<file path="config.mk">
export PLATFORM = sky130hd
export DESIGN_NAME = rat_alarm_regs
export DESIGN_NICKNAME = d
export VERILOG_FILES = /design/src/core/rat_pkg.sv /design/src/core/rat_alarm_regs.sv
export SDC_FILE = /design/constraint.sdc
export NUM_CORES = 1
export LEC_CHECK = 0
export BUFFER_PORTS_ARGS = -buffer_cell sky130_fd_sc_hd__buf_2
export CORE_ASPECT_RATIO = 0.9
export CORE_MARGIN = 2
export CORE_UTILIZATION = 45
export CTS_CLUSTER_DIAMETER = 60
export CTS_CLUSTER_SIZE = 10
export DETAILED_ROUTE_END_ITERATION = 7
export GPL_ROUTABILITY_DRIVEN = 0
export PLACE_DENSITY = 0.77
export SLEW_MARGIN = 5
export SYNTH_ARGS = -nofsm -noshare
export SYNTH_HDL_FRONTEND = slang
export SYNTH_SLANG_ARGS = --single-unit
</file>
<file path="constraint.sdc">
create_clock -name core_clk -period 4.3 [get_ports core_clk]
set_input_delay 0.645 -clock core_clk [delete_from_list [all_inputs] [get_ports core_clk]]
set_output_delay 0.645 -clock core_clk [all_outputs]
set_load 0.01 [all_outputs]
</file>
<file path="src/core/rat_pkg.sv">
// package for the alarm threshold register block: command codes, field layout, reset values
// assumes the register port is a serial select/clock/data link sampled on core_clk
package rat_pkg;
    // command byte fields
    localparam int CMD_RD_BIT = 7;
    localparam int CMD_RAM_BIT = 6;
    localparam int CMD_ONE_BIT = 0;
    localparam logic [4:0] CMD_ADDR_MASK = 5'h1F;
    // register codes (bits 5:1 of the command byte)
    localparam logic [4:0] REG_MATCH_SEL = 5'h0A;
    localparam logic [4:0] REG_RESERVED = 5'h0B;
    localparam logic [4:0] REG_SEC_LIM = 5'h0C;
    localparam logic [4:0] REG_MIN_LIM = 5'h0D;
    localparam logic [4:0] REG_HR_LIM = 5'h0E;
    localparam logic [4:0] REG_DATE_LIM = 5'h0F;
    localparam logic [4:0] REG_MON_LIM = 5'h10;
    localparam logic [4:0] REG_WDAY_LIM = 5'h11;
    localparam logic [4:0] REG_YEAR_LIM = 5'h12;
    // match-select bit positions
    localparam int SEL_SEC = 0;
    localparam int SEL_MIN = 1;
    localparam int SEL_HR = 2;
    localparam int SEL_DATE = 3;
    localparam int SEL_MON = 4;
    localparam int SEL_WDAY = 5;
    localparam int SEL_YEAR = 6;
    // writable bit masks
    localparam logic [7:0] MASK_SEL = 8'h7F;
    localparam logic [7:0] MASK_SEC = 8'h7F;
    localparam logic [7:0] MASK_MIN = 8'h7F;
    localparam logic [7:0] MASK_HR = 8'hBF;
    localparam logic [7:0] MASK_DATE = 8'h3F;
    localparam logic [7:0] MASK_MON = 8'h1F;
    localparam logic [7:0] MASK_WDAY = 8'h07;
    localparam logic [7:0] MASK_YEAR = 8'hFF;
    // hours field
    localparam int HR_MODE12_BIT = 7;
    localparam int HR_PM_BIT = 5;
    // reset values
    localparam logic [7:0] RST_SEL = 8'h00;
    localparam logic [7:0] RST_RESERVED = 8'h07;
    localparam logic [7:0] RST_SEC = 8'h7F;
    localparam logic [7:0] RST_MIN = 8'h7F;
    localparam logic [7:0] RST_HR = 8'hBF;
    localparam logic [7:0] RST_DATE = 8'h3F;
    localparam logic [7:0] RST_MON = 8'h1F;
    localparam logic [7:0] RST_WDAY = 8'h07;
    localparam logic [7:0] RST_YEAR = 8'hFF;
    localparam logic [2:0] BIT_LAST = 3'h7;
    localparam int NUM_LIM = 7;

    typedef enum logic [2:0] {
        RAT_IDLE = 3'b001,
        RAT_CMD = 3'b010,
        RAT_DATA = 3'b100
    } rat_state_t;
endpackage

</file>
<file path="src/core/rat_alarm_regs.sv">
// alarm match-select and BCD threshold registers behind a serial command port
// assumes spi_cs_n, spi_sclk, spi_din are already synchronous to core_clk and slow vs it
// and that the host raises spi_cs_n between accesses

// Contract
// RQ1 - match-select reads 0 in bit 7, bits 6..0 enable year..second matching, all clear at reset.
// RQ2 - the host never writes the reserved register, which reads a fixed pattern with 3 low ones.
// RQ3 - seconds and minutes limits hold bcd 00-59, tens in bits 6:4, units in 3:0, bit 7 zero.
// RQ4 - hours limit bit 7 selects 12-hour mode, in which bit 5 is the pm flag.
// RQ5 - hours limit resets with bit 7 set, bit 6 clear and bits 5..0 set.
// RQ6 - date limit holds bcd tens in bits 5:4 and units in bits 3:0, with bits 7:6 reading zero.
// RQ7 - month limit holds bcd 01-12, tens in bit 4, bits 7:5 zero, used bits set at reset.
// RQ8 - year limit holds bcd 00-99 in all eight bits, all of them set at reset.
// RQ9 - each access opens with a command byte msb first: bit 7 high reads, bit 6 high picks ram.
// RQ10 - command bit 0 must be one, and a write with it at zero is ignored.
// RQ11 - alarm_hit is set when at least one limit is enabled and every enabled limit equals its current time field.
module rat_alarm_regs
    import rat_pkg::*;
(
    input wire logic core_clk, // 200 MHz system clock
    input wire logic rst_n, // async reset, active low
    input wire logic spi_cs_n, // chip select, active low
    input wire logic spi_sclk, // serial clock
    input wire logic spi_din, // serial data in
    output logic spi_dout, // serial data out
    output logic spi_dout_oe, // high while dout drives
    input wire logic [7:0] now_sec, // current seconds, bcd
    input wire logic [7:0] now_min, // current minutes, bcd
    input wire logic [7:0] now_hr, // current hours, same format as threshold
    input wire logic [7:0] now_date, // current date, bcd
    input wire logic [7:0] now_mon, // current month, bcd
    input wire logic [7:0] now_wday, // current weekday
    input wire logic [7:0] now_year, // current year, bcd
    output logic alarm_hit // all enabled fields match, at least one enabled
);
    import rat_pkg::*;

    typedef struct packed {
        rat_state_t st;
        logic sclk;
        logic [2:0] bitn;
        logic [7:0] sh;
        logic [7:0] cmd;
        logic [7:0] tx;
        logic dout;
        logic oe;
        logic [7:0] sel;
        logic [7:0] sec;
        logic [7:0] min;
        logic [7:0] hr;
        logic [7:0] date;
        logic [7:0] mon;
        logic [7:0] wday;
        logic [7:0] year;
        logic hit;
        // set after a write lands; without it extra bytes in one select would be taken as commands
        logic done;
    } rat_reg_t;

    localparam rat_reg_t RST_VAL = '{
        st: RAT_IDLE,
        sclk: 1'b0,
        bitn: 3'h0,
        sh: 8'h00,
        cmd: 8'h00,
        tx: 8'h00,
        dout: 1'b0,
        oe: 1'b0,
        sel: RST_SEL,
        sec: RST_SEC,
        min: RST_MIN,
        hr: RST_HR,
        date: RST_DATE,
        mon: RST_MON,
        wday: RST_WDAY,
        year: RST_YEAR,
        hit: 1'b0,
        done: 1'b0
    };

    rat_reg_t r_q;
    rat_reg_t r_d;

    // read value of a register code; unmapped codes read zero
    function automatic logic [7:0] rd_mux(input rat_reg_t r, input logic [4:0] a);
        logic [7:0] v;
        v = 8'h00;
        case (a)
            REG_MATCH_SEL:
            begin
                v = r.sel & MASK_SEL; // RQ1
            end
            REG_RESERVED:
            begin
                v = RST_RESERVED; // RQ2
            end
            REG_SEC_LIM:
            begin
                v = r.sec & MASK_SEC; // RQ3
            end
            REG_MIN_LIM:
            begin
                v = r.min & MASK_MIN; // RQ3
            end
            REG_HR_LIM:
            begin
                v = r.hr & MASK_HR; // RQ4
            end
            REG_DATE_LIM:
            begin
                v = r.date & MASK_DATE; // RQ6
            end
            REG_MON_LIM:
            begin
                v = r.mon & MASK_MON; // RQ7
            end
            REG_WDAY_LIM:
            begin
                v = r.wday & MASK_WDAY;
            end
            REG_YEAR_LIM:
            begin
                v = r.year & MASK_YEAR; // RQ8
            end
            default:
            begin
                v = 8'h00;
            end
        endcase
        return v;
    endfunction

    logic [NUM_LIM-1:0] fld_ok;
    logic [7:0] lim_v [NUM_LIM];
    logic [7:0] now_v [NUM_LIM];
    logic [7:0] msk_v [NUM_LIM];

    always_comb
    begin
        lim_v[SEL_SEC] = r_q.sec;
        lim_v[SEL_MIN] = r_q.min;
        lim_v[SEL_HR] = r_q.hr;
        lim_v[SEL_DATE] = r_q.date;
        lim_v[SEL_MON] = r_q.mon;
        lim_v[SEL_WDAY] = r_q.wday;
        lim_v[SEL_YEAR] = r_q.year;
        now_v[SEL_SEC] = now_sec;
        now_v[SEL_MIN] = now_min;
        now_v[SEL_HR] = now_hr;
        now_v[SEL_DATE] = now_date;
        now_v[SEL_MON] = now_mon;
        now_v[SEL_WDAY] = now_wday;
        now_v[SEL_YEAR] = now_year;
        msk_v[SEL_SEC] = MASK_SEC;
        msk_v[SEL_MIN] = MASK_MIN;
        msk_v[SEL_HR] = MASK_HR;
        msk_v[SEL_DATE] = MASK_DATE;
        msk_v[SEL_MON] = MASK_MON;
        msk_v[SEL_WDAY] = MASK_WDAY;
        msk_v[SEL_YEAR] = MASK_YEAR;
    end

    // a disabled field always counts as matching
    genvar gi;
    generate
        for (gi = 0; gi < NUM_LIM; gi++)
        begin : g_cmp
            assign fld_ok[gi] = !r_q.sel[gi]
                || ((lim_v[gi] & msk_v[gi]) == (now_v[gi] & msk_v[gi])); // RQ11
        end
    endgenerate

    always_comb
    begin
        logic rise;
        logic fall;
        logic [7:0] nb;
        logic wr_ok;
        r_d = r_q;
        rise = spi_sclk && !r_q.sclk;
        fall = !spi_sclk && r_q.sclk;
        nb = {r_q.sh[6:0], spi_din};
        wr_ok = 1'b0;
        r_d.sclk = spi_sclk;
        // at least one field must be enabled, otherwise reset state would alarm
        r_d.hit = (|r_q.sel[NUM_LIM-1:0]) && (&fld_ok); // RQ11
        case (r_q.st)
            RAT_IDLE:
            begin
                r_d.oe = 1'b0;
                r_d.bitn = 3'h0;
                // after a write the port stays idle until select is released
                if (!spi_cs_n && !r_q.done)
                begin
                    r_d.st = RAT_CMD;
                end
            end
            RAT_CMD:
            begin
                if (rise)
                begin
                    // command shifts in msb first
                    r_d.sh = nb; // RQ9
                    r_d.bitn = r_q.bitn + 3'h1;
                    if (r_q.bitn == BIT_LAST)
                    begin
                        r_d.cmd = nb;
                        r_d.st = RAT_DATA;
                        r_d.tx = (nb[CMD_RAM_BIT]) ? 8'h00
                            : rd_mux(r_q, nb[5:1] & CMD_ADDR_MASK); // RQ9
                    end
                end
            end
            RAT_DATA:
            begin
                // read data is shifted out on falling edges, msb first
                if (r_q.cmd[CMD_RD_BIT] && fall)
                begin
                    r_d.oe = 1'b1;
                    r_d.dout = r_q.tx[7];
                    r_d.tx = {r_q.tx[6:0], 1'b0};
                end
                if (rise)
                begin
                    r_d.sh = nb;
                    r_d.bitn = r_q.bitn + 3'h1;
                    // only the first data byte is taken; burst is not supported here
                    if (r_q.bitn == BIT_LAST && !r_q.cmd[CMD_RD_BIT]
                        && !r_q.cmd[CMD_RAM_BIT] && r_q.cmd[CMD_ONE_BIT]) // RQ9 RQ10
                    begin
                        wr_ok = 1'b1;
                    end
                end
            end
            default:
            begin
                r_d.st = RAT_IDLE;
            end
        endcase
        if (wr_ok)
        begin
            r_d.st = RAT_IDLE;
            r_d.done = 1'b1;
            case (r_q.cmd[5:1])
                REG_MATCH_SEL:
                begin
                    r_d.sel = nb & MASK_SEL; // RQ1
                end
                REG_SEC_LIM:
                begin
                    r_d.sec = nb & MASK_SEC; // RQ3
                end
                REG_MIN_LIM:
                begin
                    r_d.min = nb & MASK_MIN; // RQ3
                end
                REG_HR_LIM:
                begin
                    r_d.hr = nb & MASK_HR; // RQ4
                end
                REG_DATE_LIM:
                begin
                    r_d.date = nb & MASK_DATE; // RQ6
                end
                REG_MON_LIM:
                begin
                    r_d.mon = nb & MASK_MON; // RQ7
                end
                REG_WDAY_LIM:
                begin
                    r_d.wday = nb & MASK_WDAY;
                end
                REG_YEAR_LIM:
                begin
                    r_d.year = nb & MASK_YEAR; // RQ8
                end
                // reserved register is fixed; writes are dropped
                default:
                begin
                    r_d.sel = r_q.sel; // RQ2
                end
            endcase
        end
        if (spi_cs_n)
        begin
            r_d.st = RAT_IDLE;
            r_d.oe = 1'b0;
            r_d.bitn = 3'h0;
            r_d.done = 1'b0;
        end
    end

    always_ff @(posedge core_clk or negedge rst_n)
    begin
        if (!rst_n)
        begin
            r_q <= RST_VAL; // RQ1 RQ5 RQ7 RQ8
        end
        else
        begin
            r_q <= r_d;
        end
    end

    assign spi_dout = r_q.dout;
    assign spi_dout_oe = r_q.oe;
    assign alarm_hit = r_q.hit;
endmodule

</file>
== After elaboration in Yosys (flattened, before gate mapping) ==
Cells that the tools add are included.

* Add/sub/neg operators: 1
* Div/mod/pow operators: 0
* Bitwise gates (word level): 0
* Shift-type cells: 0
* Reductions and logical operators: 49
* Order comparisons: 0
* Multiply operators: 0
* Equality and inequality tests: 39
* Muxes and demuxes: 23

{| class="wikitable"
|+ Operator list
! kind !! number
|-
| 8-bit one-hot mux with 9 select lines || 1
|-
| 5-bit by 4-bit equality test with 1-bit output (second input constant) || 11
|-
| 5-bit equality test (second input constant) || 6
|-
| 27-bit two-way mux || 1
|-
| 7-bit equality test || 3
|-
| 2-bit AND reduction || 10
|-
| 3-bit two-way mux || 6
|-
| 3-bit one-hot mux with 3 select lines || 2
|-
| 16-bit two-way mux || 1
|-
| 8-bit one-hot mux with 2 select lines || 1
|-
| 7-bit one-hot mux with 2 select lines || 1
|-
| 1-bit logical NOT || 13
|-
| 3-bit != test (second input constant) || 4
|-
| 4-bit != test (second input constant) || 3
|-
| 11-bit two-way mux || 1
|-
| 10-bit two-way mux || 1
|-
| 3-bit AND reduction || 3
|-
| 8-bit equality test || 1
|-
| 1-bit logical AND || 8
|-
| 8-bit two-way mux || 1
|-
| 2-bit != test (second input constant) || 4
|-
| 4-bit AND reduction || 2
|-
| 1-bit logical OR || 7
|-
| 7-bit AND reduction || 1
|-
| other kinds (13) || 20
|}

* Logic and storage cells: 130
* Memories: 0
* Bits of input ports: 61
* Register bits: 84
* Bits in read-only memories: 0
* Memory bits (writable): 0
* Output and inout bits: 3
* Latch bits: 0

== Longest topological paths before layout ==
* Depth after elaboration: 9
* Gate-level depth with buffers: 10
* Depth with buffers taken out: 7

== Worst setup path after synthesis ==
No wires, ideal clock.

* Kind: input to register
* Start point: input spi_sclk
* End point: register r_q[58] (netlist bit)
* Setup time: 0.125 ns
* Required time: 4.175 ns
* Buffers on the path: 1
* Path slack: 1.930 ns
* Arrival time: 2.245 ns
* Cell stages on the path: 6
* Cell sequence: and3b_1 buf_2 nand4_4 or3b_4 nor4b_4 mux2_2

* Longest elaborated chain between the ends: 4

{| class="wikitable"
|+ Ends and longest elaborated chain
! what !! line !! source
|-
| start, declared || rat_alarm_regs.sv:23 || <nowiki>input wire logic spi_sclk,</nowiki>
|-
| 1-bit logical AND || rat_alarm_regs.sv:180 || <nowiki>rise = spi_sclk && !r_q.sclk;</nowiki>
|-
| 1-bit two-way mux || rat_alarm_regs.sv:223 || <nowiki>if (rise)</nowiki>
|-
| 1-bit two-way mux || rat_alarm_regs.sv:187 || <nowiki>case (r_q.st)</nowiki>
|-
| 2-bit AND reduction (no line) || - ||
|-
| end signal, assigned || rat_alarm_regs.sv:301 || <nowiki>r_q <= r_d;</nowiki>
|-
| end, declared || rat_alarm_regs.sv:81 || <nowiki>rat_reg_t r_q;</nowiki>
|}

Every way passes these cells.
A chain may end at the register's enable or synchronous reset.

== Worst setup path in the final report ==
* Start point: register r_q[92] (netlist bit)
* End point: register r_q, in the netlist lim_v[33]

* Longest elaborated chain between the ends: 8

{| class="wikitable"
|+ Ends and longest elaborated chain
! what !! line !! source
|-
| 3-bit equality test || rat_alarm_regs.sv:228 || <nowiki>if (r_q.bitn == BIT_LAST && !r_q.cmd[CMD_RD_BIT]</nowiki>
|-
| 1-bit logical AND || rat_alarm_regs.sv:228 ||
|-
| 1-bit logical AND (2 in a row) || rat_alarm_regs.sv:229 || <nowiki>&& !r_q.cmd[CMD_RAM_BIT] && r_q.cmd[CMD_ONE_BIT])</nowiki>
|-
| 1-bit two-way mux || rat_alarm_regs.sv:228 ||
|-
| 1-bit two-way mux || rat_alarm_regs.sv:223 ||
|-
| 1-bit two-way mux || rat_alarm_regs.sv:187 ||
|-
| 2-bit AND reduction (no line) || - ||
|}

Every way passes these cells.

==> metrics.yaml <==
logic_synthesis:
  synthArstFlopShare: 1.000
  synthFlopType: "dfstp_2"
  yosysSeqAreaShare: 0.4782
  synthDistinctLibCells: 55
  syn_area_um2: 4511
  syn_inst: 387
  syn_avg_cell_area_um2: 11.66
  ys_warn_count: 0
  synth_seq_cells: 84
  syn_nets: 450
  synth_edf_count: 0
floorplan:
  row_count: 34
  start_util: 0.4650
  fp.dieW_um: 109.5
  io_pins: 64
  fp.dieH_um: 98.98
  die_area_um2: 10840
  fp.coreArea_um2: 9699
clock_tree:
  post_cts_buffers: 0
  ctsHoldBuffers: 0
  clock-sinks: 84
  cts_tree: "built"
  cts_buffers: 9
  htree_levels: 3
  cts_resized: 0
  cts_buffer_depth: 2
  clkTransAtPathRegs_ns: 0.08
  cts_root_buf: "clkbuf_8"
  clk_latency_ns: 0.37
critical_path:
  critPathMaxFanout: 7
  critPathArrivalTime_ns: 3.01
  r2r_end: "lim_v[33]$_DFFE_PN1P_"
  cpMostUsedCell: "ha_1"
  critPathMaxStageDelay_ns: 0.61
  slowest_stage: "nor2b_1"
  critPathKind: "flop to flop"
  end_kind: "flop"
  path_cells: "ha_1 -> ha_1 -> and3b_1 -> nand4_4 -> or3b_4 -> nor2b_1 -> mux2_2"
  reg2reg_slack_ns: 1.59
  r2r-start: "r_q[92]$_DFFE_PN0P_"
  reg2regPathDepth: 7
  cp-start-kind: "flop"
  cp.required_ns: 4.60
timing:
  rsz0062_at_grt: "false"
  slew_violations: 0
  fin_crit_ns: 2.710
  max_slew_margin: 0.3061
  fin_ws_ns: 1.590
  tns_ns: 0
  fmax_mhz: 369.0
  hold_viol: 0
  tightest_slew_ns: 1.041
  fin_crit_sh: 0.6302
  clock-skew-final_ns: 0.008029
  setup_viol: 0
run_status:
  outcome: "finished clean"
power:
  power_density_nw_per_um2: 348.6
  peakVddDrop_v: 0.0001924
  p_leak_nw: 2.184
global_route:
  grt_usage: 0.2080
  grt_max_degree: 85
  antenna_found_initial: 0
  grt_pass1_wl_mm: 16.91
  grt_pass1_vias: 3285
  grt-ovfl-total: 0
place:
  dp_slack_ns: 1.447
  io_buffer_count: 50
  hpwl_mm: 7.303
  dpl-instance-area_um2: 4841
  placed_cells: 543
layout:
  final_area_um2: 5039
  final_cells: 559
  n_antenna_cell: 0
  area_growth_syn_to_layout_pct: 11.71
  fill_cells: 866
  num-nets-final: 491
  drive_gt1_frac: 0.4411
drt:
  wl_per_cell_um: 18.39
  ant_nets: 0
  drtIter0Drc: 355
  totalWireLength_mm: 10.28
  drc: 0
  routed-via-count: 3168
  first_pass_iters: 4
  drt-vias-per-instance: 5.667
run:
  drv_cap: 0
worst_hold_path:
  hold_depth: 1
  holdPathEnd: "r_q[95]$_DFF_PN0_"
  holdCritStartpoint: "spi_sclk"
  hold_path_class: "input pin to flop"
## layout make-up
class / instances / area (µm²) / share of cell area
Clock buffer: 13 / 180.2 / 0.03576
Clock inverter: 3 / 17.52 / 0.003477
Inverter: 3 / 11.26 / 0.002235
Multi-Input combinational cell: 277 / 2240 / 0.4445
Sequential cell: 84 / 2157 / 0.4281
Tap cell: 126 / 157.7 / 0.03129
Timing Repair Buffer: 53 / 275.3 / 0.05463
## how the worst max path moves through the flow
stage / from / endpoint
finish: r_q[92]$_DFFE_PN0P_ / lim_v[33]$_DFFE_PN1P_
detailed placement: spi_sclk / lim_v[33]$_DFFE_PN1P_
global placement: spi_sclk / lim_v[37]$_DFFE_PN1P_
global route: r_q[93]$_DFFE_PN0P_ / lim_v[39]$_DFFE_PN1P_
CTS: r_q[92]$_DFFE_PN0P_ / lim_v[33]$_DFFE_PN1P_
floorplan: spi_sclk / r_q[58]$_DFFE_PN0P_
## synth_stat cells (3+ instances only)
library cell,number,share of area
or3_1,3,0.0042
mux2i_1,6,0.013
dfstp_2,44,0.26
and3b_1,3,0.0058
nor3b_1,5,0.0083
nand2_1,20,0.017
a211oi_1,4,0.0067
a21oi_1,16,0.018
nor2b_1,5,0.0069
xnor2_1,29,0.056
nor2_1,15,0.012
o21ai_0,12,0.013
nand4_1,7,0.0097
inv_1,3,0.0025
o21a_1,3,0.0050
xor2_1,15,0.029
nand3_1,11,0.012
a22o_1,4,0.0078
dfrtp_1,40,0.22
nor3_1,6,0.0067
buf_1,5,0.0042
mux2_2,66,0.16
and3_1,3,0.0042
clkbuf_1,9,0.0075
buf_2,7,0.0078
## registers in the layout (all words and copies together), names as in the netlist
register and count:
spi_dout 1, lim_v 43, r_q 38, spi_dout_oe 1, alarm_hit 1
## through the flow
step | total power [mW] | hold slack (ns) | utilization
final | 1.756 | 0.4335 | 0.5195
after global routing | 1.840 | 0.4234 | 0.5195
after CTS | 1.767 | 0.4205 | 0.5195
after detailed placement | 1.208 | 0.4552 | 0.4991
after global placement | 1.195 | 0.4548 | 0.4991
after floorplan | 1.089 | 0.3494 | -
## cell usage in the layout, fill, tap and decap left out, types with 3 or more instances in the layout
cell type / netlist / final
clkbuf_8: 0 / 11
o21a_1: 3 / 3
and3b_1: 3 / 3
nor2b_1: 5 / 5
nand4_1: 7 / 7
mux2_2: 66 / 66
xnor2_1: 29 / 29
nand3_1: 11 / 11
mux2i_1: 6 / 6
a211oi_1: 4 / 4
xor2_1: 15 / 15
nand2_1: 20 / 20
dfstp_2: 44 / 44
nor3_1: 6 / 6
nor3b_1: 5 / 5
buf_2: 7 / 49
o21ai_0: 12 / 12
and3_1: 3 / 3
dfrtp_1: 40 / 40
a22o_1: 4 / 4
nor2_1: 15 / 15
a21oi_1: 16 / 16
buf_4: 2 / 4
or3_1: 3 / 3
inv_1: 3 / 3
## worst max-delay path, delay by kind of cell (launching register included)
family        cells  cell delay (ns)
flops             1             0.38
mux               1             0.41
simple gates      4             1.56
fa+ha+maj         2             0.29
## power breakdown
group	total, mW	internal, mW	switching [mW]
clock	0.557	0.275	0.282
combinational	0.275	0.117	0.158
sequential	0.924	0.818	0.106
## cell families (layout without fill, tap and decap cells)
logic type	after synthesis	in the layout	share of synthesized area
AND/OR/NAND/NOR	96	96	0.1262
flip-flops	84	84	0.4782
multiplexers	74	74	0.1881
AO/OA/AOI/OAI	61	61	0.09127
XOR/XNOR	44	44	0.08544
buffers and inverters	26	72	0.02524
adder cells (fa/ha/maj)	2	2	0.005547
## routing by layer
layer / vias up / track usage / wire length [µm]
met5: - / 0 / 0
met4: 0 / 0.07011 / 159
met3: 18 / 0.05952 / 725
met2: 105 / 0.3333 / 5038
met1: 1563 / 0.2699 / 4358
li1: 1482 / - / -
(Power assumes the default switching activity.)
